## config.mk

```make
export PLATFORM = sky130hd
export DESIGN_NAME = dpc_top
export DESIGN_NICKNAME = d
export VERILOG_FILES = /design/src/rtl/dpc_pkg.sv /design/src/rtl/dpc_top.sv
export SDC_FILE = /design/constraint.sdc
export NUM_CORES = 1
export LEC_CHECK = 0
export BUFFER_PORTS_ARGS = -buffer_cell sky130_fd_sc_hd__buf_4
export CAP_MARGIN = 20
export CORE_MARGIN = 2
export CORE_UTILIZATION = 35
export CTS_CLUSTER_DIAMETER = 50
export CTS_CLUSTER_SIZE = 20
export DETAILED_ROUTE_END_ITERATION = 10
export MAX_ROUTING_LAYER = met4
export SLEW_MARGIN = 10
export SYNTH_ARGS = -nofsm -noshare
export SYNTH_HDL_FRONTEND = slang
export SYNTH_SLANG_ARGS = --single-unit
```

## constraint.sdc

```tcl
create_clock -name clk -period 2.2 [get_ports clk]
set_input_delay 0 -clock clk [delete_from_list [all_inputs] [get_ports clk]]
set_output_delay 0 -clock clk [all_outputs]
set_load 0.03 [all_outputs]
```

## src/rtl/dpc_pkg.sv

```systemverilog
// constants for the digital pin configuration block
`default_nettype none
package dpc_pkg;
    // pin counts
    localparam int NUM_LOW = 15;    // pins under the port bytes
    localparam int NUM_HIGH = 4;    // pins above 14, each with its own control byte
    localparam int NUM_PIN = NUM_LOW + NUM_HIGH;
    localparam int NUM_SRC = 11;    // pushbutton plus pins 2..11
    // register indices, byte address is four times the index
    localparam logic [15:0] IDX_PORT0 = 16'h0080;
    localparam logic [15:0] IDX_PORT1 = 16'h0090;
    localparam logic [15:0] IDX_PORT2 = 16'h00a0;
    localparam logic [15:0] IDX_PORT3 = 16'h00b0;
    localparam logic [15:0] IDX_SEL_PB = 16'h2450;
    localparam logic [15:0] IDX_SEL_10 = 16'h2451;
    localparam logic [15:0] IDX_SEL_8 = 16'h2452;
    localparam logic [15:0] IDX_SEL_6 = 16'h2453;
    localparam logic [15:0] IDX_SEL_4 = 16'h2454;
    localparam logic [15:0] IDX_SEL_2 = 16'h2455;
    localparam logic [15:0] IDX_EEX = 16'h2456;
    localparam logic [15:0] IDX_HIGH0 = 16'h2460;  // control byte of pin 15, then 16..18
    // field positions
    localparam int SEL_LO = 0;      // selector of the even pin in a byte
    localparam int SEL_HI = 4;      // selector of the odd pin in a byte
    localparam int EEX_POS = 6;     // eeprom function field
    localparam int HIGH_VAL = 0;    // value bit of a high pin control byte
    localparam int HIGH_DIR = 1;    // direction bit of a high pin control byte
    // reset values
    localparam logic [14:0] DIR_RST = 15'h7fff;
    localparam logic [14:0] VAL_RST = 15'h7fff;
    localparam logic [2:0] SEL_RST = 3'h0;
    localparam logic [1:0] EEX_RST = 2'h0;
    localparam logic [1:0] HIGH_RST = 2'h0;
    // resource selector codes
    localparam logic [2:0] RES_NONE = 3'h0;
    localparam logic [2:0] RES_RSVD = 3'h1;
    localparam logic [2:0] RES_T0 = 3'h2;
    localparam logic [2:0] RES_T1 = 3'h3;
    localparam logic [2:0] RES_INTA = 3'h4;
    localparam logic [2:0] RES_INTB = 3'h5;
    // eeprom pin function codes
    localparam logic [1:0] EEX_OFF = 2'h0;
    localparam logic [1:0] EEX_TWO = 2'h1;
    // bus phase states
    typedef enum logic [1:0] {
        ST_IDLE = 2'b00,
        ST_WR = 2'b01,
        ST_RD = 2'b10
    } dpc_bus_st_t;
endpackage : dpc_pkg
`default_nettype wire

```

## src/rtl/dpc_top.sv

```systemverilog
// digital pin configuration: direction, data, resource routing and eeprom pin takeover
//
// The AHB-Lite register port was decided locally.
`default_nettype none
module dpc_top (
    // clock, reset, enable
    input wire logic clk,
    input wire logic nrst,
    input wire logic ce,
    // ahb-lite slave
    input wire logic hsel,
    input wire logic [31:0] haddr,
    input wire logic [1:0] htrans,
    input wire logic hwrite,
    input wire logic [2:0] hsize,
    input wire logic [31:0] hwdata,
    input wire logic hready,
    output logic hreadyout,
    output logic hresp,
    output logic [31:0] hrdata,
    // pads
    input wire logic [dpc_pkg::NUM_PIN-1:0] pin_in,
    output logic [dpc_pkg::NUM_PIN-1:0] pin_out,
    output logic [dpc_pkg::NUM_PIN-1:0] pin_oe,
    input wire logic pushbutton_input,
    // internal resources
    output logic timer_zero_input,
    output logic timer_one_input,
    output logic external_interrupt_a,
    output logic external_interrupt_b,
    // eeprom engine side
    input wire logic eeprom_serial_clock,
    input wire logic eeprom_sda_out,
    input wire logic eeprom_sda_oe,
    output logic eeprom_sda_in,
    output logic eeprom_enable,
    output logic eeprom_three_wire
);
    import dpc_pkg::*;

    ////////////////////////////////////////////////////////////////////////////
    // declarations
    dpc_bus_st_t st_q;                       // bus data phase state
    logic [15:0] addr_q;                     // word index of the pending transfer
    logic addr_ok_q;                         // upper and low address bits clean
    logic hreadyout_q;
    logic [31:0] hrdata_q;
    logic [31:0] rdata;                      // read mux
    logic accept;                            // address phase taken
    logic wr_en;                             // write data phase
    logic [7:0] wbyte;                       // written byte
    logic [NUM_PIN-1:0] sync1_q;             // first synchroniser stage
    logic [NUM_PIN-1:0] lvl_q;               // synchronised pin levels
    logic pb_sync1_q;
    logic pb_q;                              // synchronised pushbutton
    logic [14:0] dir_q;                      // low pin directions, 1 = output
    logic [14:0] val_q;                      // low pin output latches
    logic [1:0] high_q [NUM_HIGH];           // high pin control bytes
    logic [2:0] sel_q [NUM_SRC];             // resource selectors
    logic [1:0] eex_q;                       // eeprom pin function
    logic [NUM_SRC-1:0] src;                 // selector inputs
    logic [3:0] contrib [NUM_SRC];           // per input resource hits
    logic [NUM_SRC-1:0] sel_live;            // selector holds a nonzero code
    logic [3:0] res_or;                      // merged resources
    logic [NUM_PIN-1:0] out_d;
    logic [NUM_PIN-1:0] oe_d;
    logic [NUM_PIN-1:0] pin_out_q;
    logic [NUM_PIN-1:0] pin_oe_q;
    logic [3:0] res_q;
    logic sda_in_q;
    logic ee_en_q;
    logic ee_three_q;

    ////////////////////////////////////////////////////////////////////////////
    // ahb-lite slave
    assign accept = hsel && hready && htrans[1] && hreadyout_q;
    assign wr_en = ce && (st_q == ST_WR) && addr_ok_q;
    assign wbyte = hwdata[7:0];

    // phase tracking: writes take no wait, reads one wait state
    always_ff @(posedge clk) begin
        if (!nrst) begin
            st_q <= ST_IDLE;
            addr_q <= 16'h0000;
            addr_ok_q <= 1'b0;
            hreadyout_q <= 1'b1;
        end else if (ce) begin
            unique case (st_q)
                ST_IDLE, ST_WR: begin
                    if (accept) begin
                        st_q <= hwrite ? ST_WR : ST_RD;
                        addr_q <= haddr[17:2];
                        addr_ok_q <= (haddr[31:18] == 14'h0000) && (haddr[1:0] == 2'h0);
                        hreadyout_q <= hwrite;
                    end else begin
                        st_q <= ST_IDLE;
                    end
                end
                ST_RD: begin
                    // read data lands now, any earlier write already stored
                    st_q <= ST_IDLE;
                    hreadyout_q <= 1'b1;
                end
                default: begin
                    st_q <= ST_IDLE;
                    hreadyout_q <= 1'b1;
                end
            endcase
        end
    end

    // read data register
    always_ff @(posedge clk) begin
        if (!nrst) begin
            hrdata_q <= 32'h0000_0000;
        end else if (ce && st_q == ST_RD) begin
            hrdata_q <= addr_ok_q ? rdata : 32'h0000_0000;
        end
    end

    // read mux: port bytes hold direction in upper nibble, live level in lower
    always_comb begin
        rdata = 32'h0000_0000;
        unique case (addr_q)
            IDX_PORT0: rdata[7:0] = {dir_q[3:0], lvl_q[3:0]};
            IDX_PORT1: rdata[7:0] = {dir_q[7:4], lvl_q[7:4]};
            IDX_PORT2: rdata[7:0] = {dir_q[11:8], lvl_q[11:8]};
            IDX_PORT3: rdata[7:0] = {1'b0, dir_q[14:12], 1'b0, lvl_q[14:12]};
            IDX_SEL_PB: rdata[7:0] = {5'h00, sel_q[0]};
            IDX_SEL_10: rdata[7:0] = {1'b0, sel_q[10], 1'b0, sel_q[9]};
            IDX_SEL_8: rdata[7:0] = {1'b0, sel_q[8], 1'b0, sel_q[7]};
            IDX_SEL_6: rdata[7:0] = {1'b0, sel_q[6], 1'b0, sel_q[5]};
            IDX_SEL_4: rdata[7:0] = {1'b0, sel_q[4], 1'b0, sel_q[3]};
            IDX_SEL_2: rdata[7:0] = {1'b0, sel_q[2], 1'b0, sel_q[1]};
            IDX_EEX: rdata[7:0] = {eex_q, 6'h00};
            default: begin
                // high pin control bytes, value bit reads the pin level
                for (int k = 0; k < NUM_HIGH; k++) begin
                    if (addr_q == IDX_HIGH0 + 16'(k)) begin
                        rdata[7:0] = {6'h00, high_q[k][HIGH_DIR], lvl_q[NUM_LOW+k]};
                    end
                end
            end
        endcase
    end

    read_wait_a: assert property (@(posedge clk) disable iff (!nrst)
        (ce && accept && !hwrite) |=> !hreadyout ##1 (hreadyout || !ce))
        else $error("read did not answer after one wait state");

    ////////////////////////////////////////////////////////////////////////////
    // input synchronisers
    always_ff @(posedge clk) begin
        if (!nrst) begin
            sync1_q <= '0;
            lvl_q <= '0;
            pb_sync1_q <= 1'b0;
            pb_q <= 1'b0;
        end else if (ce) begin
            sync1_q <= pin_in;
            lvl_q <= sync1_q;
            pb_sync1_q <= pushbutton_input;
            pb_q <= pb_sync1_q;
        end
    end

    ////////////////////////////////////////////////////////////////////////////
    // low pin direction and data registers
    always_ff @(posedge clk) begin
        if (!nrst) begin
            dir_q <= DIR_RST;
        end else if (wr_en) begin
            unique case (addr_q)
                IDX_PORT0: dir_q[3:0] <= wbyte[7:4];
                IDX_PORT1: dir_q[7:4] <= wbyte[7:4];
                IDX_PORT2: dir_q[11:8] <= wbyte[7:4];
                IDX_PORT3: dir_q[14:12] <= wbyte[6:4];
                default: dir_q <= dir_q;
            endcase
        end
    end

    // data latch: bits of input pins keep their old value
    always_ff @(posedge clk) begin
        if (!nrst) begin
            val_q <= VAL_RST;
        end else if (wr_en) begin
            unique case (addr_q)
                IDX_PORT0: val_q[3:0] <= (wbyte[3:0] & dir_q[3:0]) | (val_q[3:0] & ~dir_q[3:0]);
                IDX_PORT1: val_q[7:4] <= (wbyte[3:0] & dir_q[7:4]) | (val_q[7:4] & ~dir_q[7:4]);
                IDX_PORT2: val_q[11:8] <= (wbyte[3:0] & dir_q[11:8]) | (val_q[11:8] & ~dir_q[11:8]);
                IDX_PORT3: val_q[14:12] <= (wbyte[2:0] & dir_q[14:12]) | (val_q[14:12] & ~dir_q[14:12]);
                default: val_q <= val_q;
            endcase
        end
    end

    input_write_a: assert property (@(posedge clk) disable iff (!nrst)
        (wr_en && addr_q == IDX_PORT0 && dir_q[3:0] == 4'h0) |=> val_q[3:0] == $past(val_q[3:0]))
        else $error("write changed the latch of an input pin");

    ////////////////////////////////////////////////////////////////////////////
    // high pin control bytes
    always_ff @(posedge clk) begin
        if (!nrst) begin
            for (int k = 0; k < NUM_HIGH; k++) begin
                high_q[k] <= HIGH_RST;
            end
        end else if (wr_en) begin
            for (int k = 0; k < NUM_HIGH; k++) begin
                if (addr_q == IDX_HIGH0 + 16'(k)) begin
                    high_q[k] <= wbyte[HIGH_DIR:HIGH_VAL];
                end
            end
        end
    end

    ////////////////////////////////////////////////////////////////////////////
    // resource selectors and eeprom function
    always_ff @(posedge clk) begin
        if (!nrst) begin
            for (int i = 0; i < NUM_SRC; i++) begin
                sel_q[i] <= SEL_RST;
            end
        end else if (wr_en) begin
            unique case (addr_q)
                IDX_SEL_PB: sel_q[0] <= wbyte[SEL_LO+:3];
                IDX_SEL_2: begin
                    sel_q[1] <= wbyte[SEL_LO+:3];
                    sel_q[2] <= wbyte[SEL_HI+:3];
                end
                IDX_SEL_4: begin
                    sel_q[3] <= wbyte[SEL_LO+:3];
                    sel_q[4] <= wbyte[SEL_HI+:3];
                end
                IDX_SEL_6: begin
                    sel_q[5] <= wbyte[SEL_LO+:3];
                    sel_q[6] <= wbyte[SEL_HI+:3];
                end
                IDX_SEL_8: begin
                    sel_q[7] <= wbyte[SEL_LO+:3];
                    sel_q[8] <= wbyte[SEL_HI+:3];
                end
                IDX_SEL_10: begin
                    sel_q[9] <= wbyte[SEL_LO+:3];
                    sel_q[10] <= wbyte[SEL_HI+:3];
                end
                default: sel_q[0] <= sel_q[0];
            endcase
        end
    end

    // eeprom pin function field
    always_ff @(posedge clk) begin
        if (!nrst) begin
            eex_q <= EEX_RST;
        end else if (wr_en && addr_q == IDX_EEX) begin
            eex_q <= wbyte[EEX_POS+:2];
        end
    end

    ////////////////////////////////////////////////////////////////////////////
    // resource routing: input 0 is the pushbutton, input i is pin i+1
    assign src[0] = pb_q;
    assign src[NUM_SRC-1:1] = lvl_q[NUM_SRC:2];

    generate
        for (genvar i = 0; i < NUM_SRC; i++) begin : g_route
            // codes 0 and 1 reach nothing
            assign contrib[i] = {sel_q[i] == RES_INTB, sel_q[i] == RES_INTA,
                                 sel_q[i] == RES_T1, sel_q[i] == RES_T0} & {4{src[i]}};
            assign sel_live[i] = (sel_q[i] != RES_NONE);
        end
    endgenerate

    // merge all inputs aimed at one resource
    always_comb begin
        res_or = 4'h0;
        for (int i = 0; i < NUM_SRC; i++) begin
            res_or = res_or | contrib[i];
        end
    end

    // resource output registers
    always_ff @(posedge clk) begin
        if (!nrst) begin
            res_q <= 4'h0;
        end else if (ce) begin
            res_q <= res_or;
        end
    end

    t0_route_a: assert property (@(posedge clk) disable iff (!nrst)
        (ce && sel_q[0] == RES_T0 && pb_q) |=> timer_zero_input)
        else $error("pushbutton on timer zero not routed");

    rsvd_none_a: assert property (@(posedge clk) disable iff (!nrst)
        (ce && sel_q[0] == RES_RSVD && sel_live == 11'h001) |=> res_q == 4'h0)
        else $error("reserved or none code reached a resource");

    or_merge_a: assert property (@(posedge clk) disable iff (!nrst)
        (ce && sel_q[1] == RES_INTA && sel_q[10] == RES_INTA && (lvl_q[2] || lvl_q[11]))
        |=> external_interrupt_a)
        else $error("two pins on one interrupt not ORed");

    int_b_a: assert property (@(posedge clk) disable iff (!nrst)
        (ce && sel_q[10] == RES_INTB && lvl_q[11]) |=> external_interrupt_b)
        else $error("pin 11 not routed to interrupt b");

    ////////////////////////////////////////////////////////////////////////////
    // pad drive, eeprom takeover of pins 2 and 3
    always_comb begin
        out_d = '0;
        oe_d = '0;
        out_d[NUM_LOW-1:0] = val_q;
        oe_d[NUM_LOW-1:0] = dir_q;
        for (int k = 0; k < NUM_HIGH; k++) begin
            out_d[NUM_LOW+k] = high_q[k][HIGH_VAL];
            oe_d[NUM_LOW+k] = high_q[k][HIGH_DIR];
        end
        if (eex_q != EEX_OFF) begin
            out_d[2] = eeprom_serial_clock;
            oe_d[2] = 1'b1;
            out_d[3] = eeprom_sda_out;
            oe_d[3] = eeprom_sda_oe;
        end
    end

    // pad and eeprom output registers
    always_ff @(posedge clk) begin
        if (!nrst) begin
            pin_out_q <= '0;
            pin_oe_q <= '0;
            sda_in_q <= 1'b0;
            ee_en_q <= 1'b0;
            ee_three_q <= 1'b0;
        end else if (ce) begin
            pin_out_q <= out_d;
            pin_oe_q <= oe_d;
            sda_in_q <= lvl_q[3];
            ee_en_q <= (eex_q != EEX_OFF);
            ee_three_q <= (eex_q != EEX_OFF) && (eex_q != EEX_TWO);
        end
    end

    dir_drive_a: assert property (@(posedge clk) disable iff (!nrst)
        (ce && eex_q == EEX_OFF) |=> pin_oe[NUM_LOW-1:0] == $past(dir_q))
        else $error("low pin enable does not follow direction");

    high_ctrl_a: assert property (@(posedge clk) disable iff (!nrst)
        ce |=> pin_oe[NUM_LOW] == $past(high_q[0][HIGH_DIR]) && pin_out[NUM_LOW] == $past(high_q[0][HIGH_VAL]))
        else $error("high pin not driven by its control byte");

    ee_pins_a: assert property (@(posedge clk) disable iff (!nrst)
        (ce && eex_q != EEX_OFF) |=> pin_oe[2] && pin_out[2] == $past(eeprom_serial_clock)
        && pin_oe[3] == $past(eeprom_sda_oe))
        else $error("eeprom pins not taken over");

    ee_mode_a: assert property (@(posedge clk) disable iff (!nrst)
        (ce && eex_q == EEX_TWO) |=> eeprom_enable && !eeprom_three_wire)
        else $error("two wire mode decoded wrong");

    ////////////////////////////////////////////////////////////////////////////
    // outputs
    assign hreadyout = hreadyout_q;
    assign hresp = 1'b0 & hreadyout_q;
    assign hrdata = hrdata_q;
    assign pin_out = pin_out_q;
    assign pin_oe = pin_oe_q;
    assign timer_zero_input = res_q[0];
    assign timer_one_input = res_q[1];
    assign external_interrupt_a = res_q[2];
    assign external_interrupt_b = res_q[3];
    assign eeprom_sda_in = sda_in_q;
    assign eeprom_enable = ee_en_q;
    assign eeprom_three_wire = ee_three_q;

endmodule : dpc_top
`default_nettype wire

```

==> flow_metrics.tcl, run 1 <==
set metrics [dict create \
    outcome "completed" \
    tns_ps 0 \
    fill_cells 2295 \
    grt_first_pass_wirelength_um 38400 \
    synth_top_area_share 0.336 \
    grt_setup_unrepaired "no" \
    reg2reg_depth 5 \
    synth.yosys.warnings 0 \
    grt_util_all_layers 0.197 \
    initial_core_util 0.356 \
    post_route_cells_drive_above_1_share 0.205 \
    ys_seq_elements 186 \
    crit_path_end "sel_q[3][1]" \
    post_cts.repair.setup_buffers 0 \
    final-hold-violation-count 0 \
    floorplan.rows 57 \
    timing.critical_path.from_type "flop" \
    fmax_mhz 471 \
    clock_path_buffers 2 \
    dp_slack_ps 108 \
    placement.io_buffers 123 \
    arrival_ps 2260 \
    path_clk_slew_ps 70 \
    worstReg2RegStart "addr_q[14]" \
    grt_max_degree 47 \
    areaGrowthSynthToFinish_pct 27.2 \
    grt_pass1_vias 6779 \
    crit_type "reg -> reg" \
    ant_nets 0 \
    yosys.cell_count.top_type "dfxtp_1" \
    power.leakage_uw 0.00441 \
    avg_vias_per_cell 5.01 \
    wirelength_um 24900 \
    numClockSinks 186 \
    hpwlAfterDp_um 18000 \
    die_y_um 161 \
    htree_num_levels 4 \
    dominantRegCellSynth "dfxtp_1" \
    clkLatencyLatePin_ps 430 \
    count_of_cell_types_in_the_netlist 73 \
    top_cells_by_instance_count_after_synthesis "145 x dfxtp_1, 104 x nand2_1, 87 x nor2b_1" \
    worst-slew-pin-transition_ps 770 \
    vdd.ir_drop.worst_mv 0.458 \
    min-delay-path-class "in -> reg" \
    cts_root_buffer "clkbuf_16" \
    design_area_um2 11000 \
    synth_seq_area_share 0.478 \
    fin_ws_ps 74.7 \
    nets 1157 \
    gp_routability_congestion 0.893 \
    finalSetupViolations 0 \
    total_vias_in_the_final_route 6993 \
    grt_antenna_before_repair 0 \
    total_power_uw 7460 \
    core_um2 24300 \
    synth_area_um2 8650 \
    ios 177 \
    slack_of_the_worst_reg_to_reg_path_ps 70 \
    dpl-instance-area_um2 9950 \
    antenna_cells 0 \
    chipWidth_um 161 \
    residual_drc 0 \
    critPathRequiredTime_ps 2340 \
    power.density_nw_per_um2 678 \
    synth_top_cell_by_area "dfxtp_1" \
    cap_violations 0 \
    fp.dieArea_um2 26000 \
    critPathCaptureType "flop" \
    ys_top_cells_by_area "dfxtp_1 34%, edfxtp_1 14%, mux2i_1 9.8%, nor2b_1 6.3%, nand2_1 4.5%" \
    min_period_ps 2130 \
    wl_per_cell_um 17.8 \
    tritoncts "done" \
    count_of_flip_flops_with_a_built_in_enable_after_synthesis 41 \
    syn_inst 876 \
    slew_headroom 0.486 \
    detail_route.first_pass.iterations 7 \
    initialDrtViolationCount 446 \
    worst_setup_path_startpoint "addr_q[14]" \
    worst_r2r_endpoint "sel_q[3][1]" \
    finalCritPeriodShare 0.966 \
    worst-path-max-fanout 7 \
    slew_viol_final 0 \
    synth.avg_cell_area_um2 9.87 \
    cts-buffers-inserted 17 \
    skew_ps 11.2 \
    async_reset_ff_frac 0 \
    globalRoute.totalOverflow 0 \
    post-route-util 0.452 \
]
==> repair_timing <==
item	in CTS	in global routing
hold buffers	51	0
setup endpoints to repair	0	14
hold endpoints to repair	82	0
gates resized for setup	0	2
==> power breakdown <==
group | switching [uW] | internal, uW | total (uW)
Clock | 1360 | 1520 | 2880
Sequential | 126 | 3620 | 3750
Combinational | 444 | 386 | 830
Total | 1930 | 5520 | 7460
==> per-layer routing <==
metal  GRT usage  share of wire  vias up
met1       0.263           0.47     3322
met3      0.0395          0.054       20
met2       0.307           0.46      220
met5           -              0        -
li1            -              -     3431
met4      0.0499          0.016        0
==> state kept, by name, summed over array words and instances (netlist names), 2 cells and up, named ones only <==
register,count
dir_q,15
pin_oe,19
res_q,4
pin_out,19
eex_q,2
sync1_q,19
sel_q,33
addr_q,16
hrdata,8
st_q,2
lvl_q,19
high_q,8
==> worst min path at each step <==
stage / from / endpoint / depth (start not counted)
floorplan: hwdata[7] / dir_q[3] / 2
global placement: hwdata[7] / dir_q[3] / 3
detailed placement: hwdata[7] / dir_q[7] / 3
CTS: haddr[25] / addr_ok_q / 5
global route: haddr[31] / addr_ok_q / 5
finish: haddr[31] / addr_ok_q / 5
==> area by class of cell <==
type	instances	area (um2)	area share
clock inverters	11	85.1	0.00774
clock buffers	20	457	0.0415
inverters	11	41.3	0.00375
multi-input cells	627	4130	0.375
flip-flops and latches	186	4130	0.376
repair buffers	216	1750	0.159
well taps	324	405	0.0369
==> critical path, cell delays in order (launching register included) <==
cell	delay, ps
dfxtp_1	340
or4_4	600
nor3_4	390
nand2_1	150
o21ai_1	170
buf_4	180
==> cell usage in the layout, fill, tap and decap left out, drive strengths merged, types with 3 or more instances in the layout <==
master       count
nand4            8
nor3            13
nor2b           87
a22o             4
and3             9
edfxtp          41
nand3b           8
dfxtp          145
a21boi          18
nand2          104
clkinv           3
nor2            48
mux4             7
nor4b            3
and2            11
buf            165
mux2i           85
nor4            12
and4bb           3
and4             5
o21a             3
inv             17
o211a            4
nand3           29
dlygate4sd3     51
conb            25
nand4b           3
clkbuf          20
a31oi            3
nor3b           17
nor4bb           5
a22oi            9
o21ai           45
o22ai            4
a21oi           23
==> cell families (layout without fill, tap and decap cells) <==
| kind of cell | Yosys count | count (layout) | share of synthesized area |
|---|---|---|---|
| mux | 94 | 94 | 0.119 |
| flops | 186 | 186 | 0.478 |
| other cells | 1 | 25 | 0.000434 |
| compound gates | 133 | 133 | 0.100 |
| simple gates | 375 | 375 | 0.247 |
| buf+inv | 87 | 258 | 0.0553 |
==> through the flow <==
stage | instances | hold slack, ps
5_1_grt | 1395 | 43.3
3_5_place_dp | 1313 | 263
3_3_place_gp | 1313 | 258
6_report | 1395 | 4.10
2_1_floorplan | 900 | 124
4_1_cts | 1395 | 3.03
Power figures use the tool's default switching activity.
==> run 2, diff against run 1 <==
--- a/config.mk
+++ b/config.mk
@@ -8,11 +8,12 @@
 export BUFFER_PORTS_ARGS = -buffer_cell sky130_fd_sc_hd__buf_4
 export CAP_MARGIN = 20
 export CORE_MARGIN = 2
-export CORE_UTILIZATION = 35
+export CORE_UTILIZATION = 50
 export CTS_CLUSTER_DIAMETER = 50
 export CTS_CLUSTER_SIZE = 20
 export DETAILED_ROUTE_END_ITERATION = 10
 export MAX_ROUTING_LAYER = met4
+export PLACE_DENSITY = 0.77
 export SLEW_MARGIN = 10
 export SYNTH_ARGS = -nofsm -noshare
 export SYNTH_HDL_FRONTEND = slang
==> constraint.sdc (replaced) <==
create_clock -name clk -period 2.2 [get_ports clk]
set_input_delay 0.22 -clock clk [delete_from_list [all_inputs] [get_ports clk]]
set_output_delay 0.22 -clock clk [all_outputs]
set_load 0.03 [all_outputs]
==> flow_metrics.tcl, run 2 (synthesized netlist as in run 1, its figures left out) <==
set metrics [dict create \
    layout_commonest_cell "buf_4" \
    core_um2 17100 \
    critPathCaptureType "flop" \
    finalSetupViolations 0 \
    ordered_list_of_cells_on_the_worst_path "buf_4 > nor4b_1 > nand4_1 > o21ai_0 > buf_4" \
    dp_slack_ps 143 \
    arrival_ps 2260 \
    timing.critical_path.from_type "flop" \
    wl_per_cell_um 18.4 \
    grt_use_met3 0.0501 \
    grt_pass1_vias 6484 \
    critPathRequiredTime_ps 2340 \
    residual_drc 0 \
    initialDrtViolationCount 644 \
    tritoncts "done" \
    crit_path_top_delay_cell "dfxtp_1" \
    chipWidth_um 136 \
    largest_register_ff_count 33 \
    ios 177 \
    post_route_cells_drive_above_1_share 0.214 \
    areaGrowthSynthToFinish_pct 20.4 \
    placement.io_buffers 123 \
    cts_resized 0 \
    top_usage_layer "met2" \
    min-delay-path-class "in -> reg" \
    grt_util_all_layers 0.260 \
    register_area_um2 4130 \
    final-hold-violation-count 0 \
    slew_viol_final 0 \
    ant_nets 0 \
    avg_vias_per_cell 5.56 \
    cp_top_delay_family "simple AND/OR/NAND/NOR gates" \
    tns_ps 0 \
    cts_root_buffer "clkbuf_16" \
    fill_cells 1415 \
    largest_register "sel_q" \
    detail_route.first_pass.iterations 6 \
    finalCritPeriodShare 0.963 \
    fin_ws_ps 81.1 \
    outcome "completed" \
    path_clk_slew_ps 70 \
    skew_ps 13.1 \
    fmax_mhz 472 \
    floorplan.rows 48 \
    total_vias_in_the_final_route 6908 \
    grt_first_pass_wirelength_um 35700 \
    timing.critical_path.slowest_cell_delay_ps 440 \
    numClockSinks 186 \
    slew_headroom 0.491 \
    cts-hold-fix-buffers 0 \
    cts-buffers-inserted 17 \
    antenna_cells 0 \
    htree_num_levels 4 \
    power.density_nw_per_um2 729 \
    worst-path-max-fanout 14 \
    post_cts.repair.setup_buffers 0 \
    grt_setup_unrepaired "no" \
    vdd.ir_drop.worst_mv 0.585 \
    gp_routability_congestion 0.939 \
    grt.met2_usage 0.405 \
    globalRoute.totalOverflow 0 \
    crit_type "reg -> reg" \
    fin_worst_hold_slack_ps 32.4 \
    grt_max_degree 52 \
    worst-path-buf-inv 2 \
    wirelength_um 22900 \
    path_common_cell "buf_4" \
    min_period_ps 2120 \
    grt_antenna_before_repair 0 \
    initial_core_util 0.505 \
    nets 1103 \
    area_occupied_by_multi_input_gates_um2 4130 \
    use_met1 0.344 \
    worst-slew-pin-transition_ps 763 \
    clkLatencyLatePin_ps 440 \
    die_y_um 136 \
    clock_path_buffers 2 \
    fp.dieArea_um2 18400 \
    mostFrequentLayoutCells "161 x buf_4, 145 x dfxtp_1, 104 x nand2_1" \
    hpwlAfterDp_um 16800 \
    power.leakage_uw 0.00422 \
    cap_violations 0 \
]
-- run 2: cell type report --
type                       instances  area share
tap                              225      0.0270
inverter                          11     0.00396
sequential                       186       0.397
clock inverter                    12      0.0120
multi-input combinational        627       0.396
timing repair buffer             162       0.118
clock buffer                      20      0.0460
-- run 2: power by group --
group / internal, uW / switching [uW] / leakage (uW)
clock: 1730 / 1380 / 0.000300
sequential: 3620 / 121 / 0.00158
combinational: 326 / 422 / 0.00233
-- run 2: through the flow --
stage                util  cell area, um2  power [uW]  instances
floorplan               -            8740        4270        900
global placement    0.573            9810        4550       1211
detailed placement  0.573            9810        4560       1211
CTS                 0.609           10400        7620       1243
global route        0.609           10400        7840       1243
finish              0.609           10400        7590       1243
-- run 2: path summary, 6_finish.rpt --
kind / start / endpoint / slack (ps) / cells after the start
worst max-delay path: addr_q[0] / sel_q[9][1] / 80 / 5
worst max register to register: addr_q[0] / sel_q[9][1] / 80 / 5
worst min register to register: hrdata[6] / hrdata[6] / 470 / 2
worst min-delay path: hwdata[7] / dir_q[11] / 30 / 3
-- run 2: routing by layer --
metal	share of wire	routed length (um)
met3	0.060	1380
met4	0.026	589
met2	0.46	10600
met5	0	0
met1	0.45	10300
-- run 2: worst min-delay path: stages --
cell,delay (ps)
buf_4,110
nand2_1,50
nand3_1,70
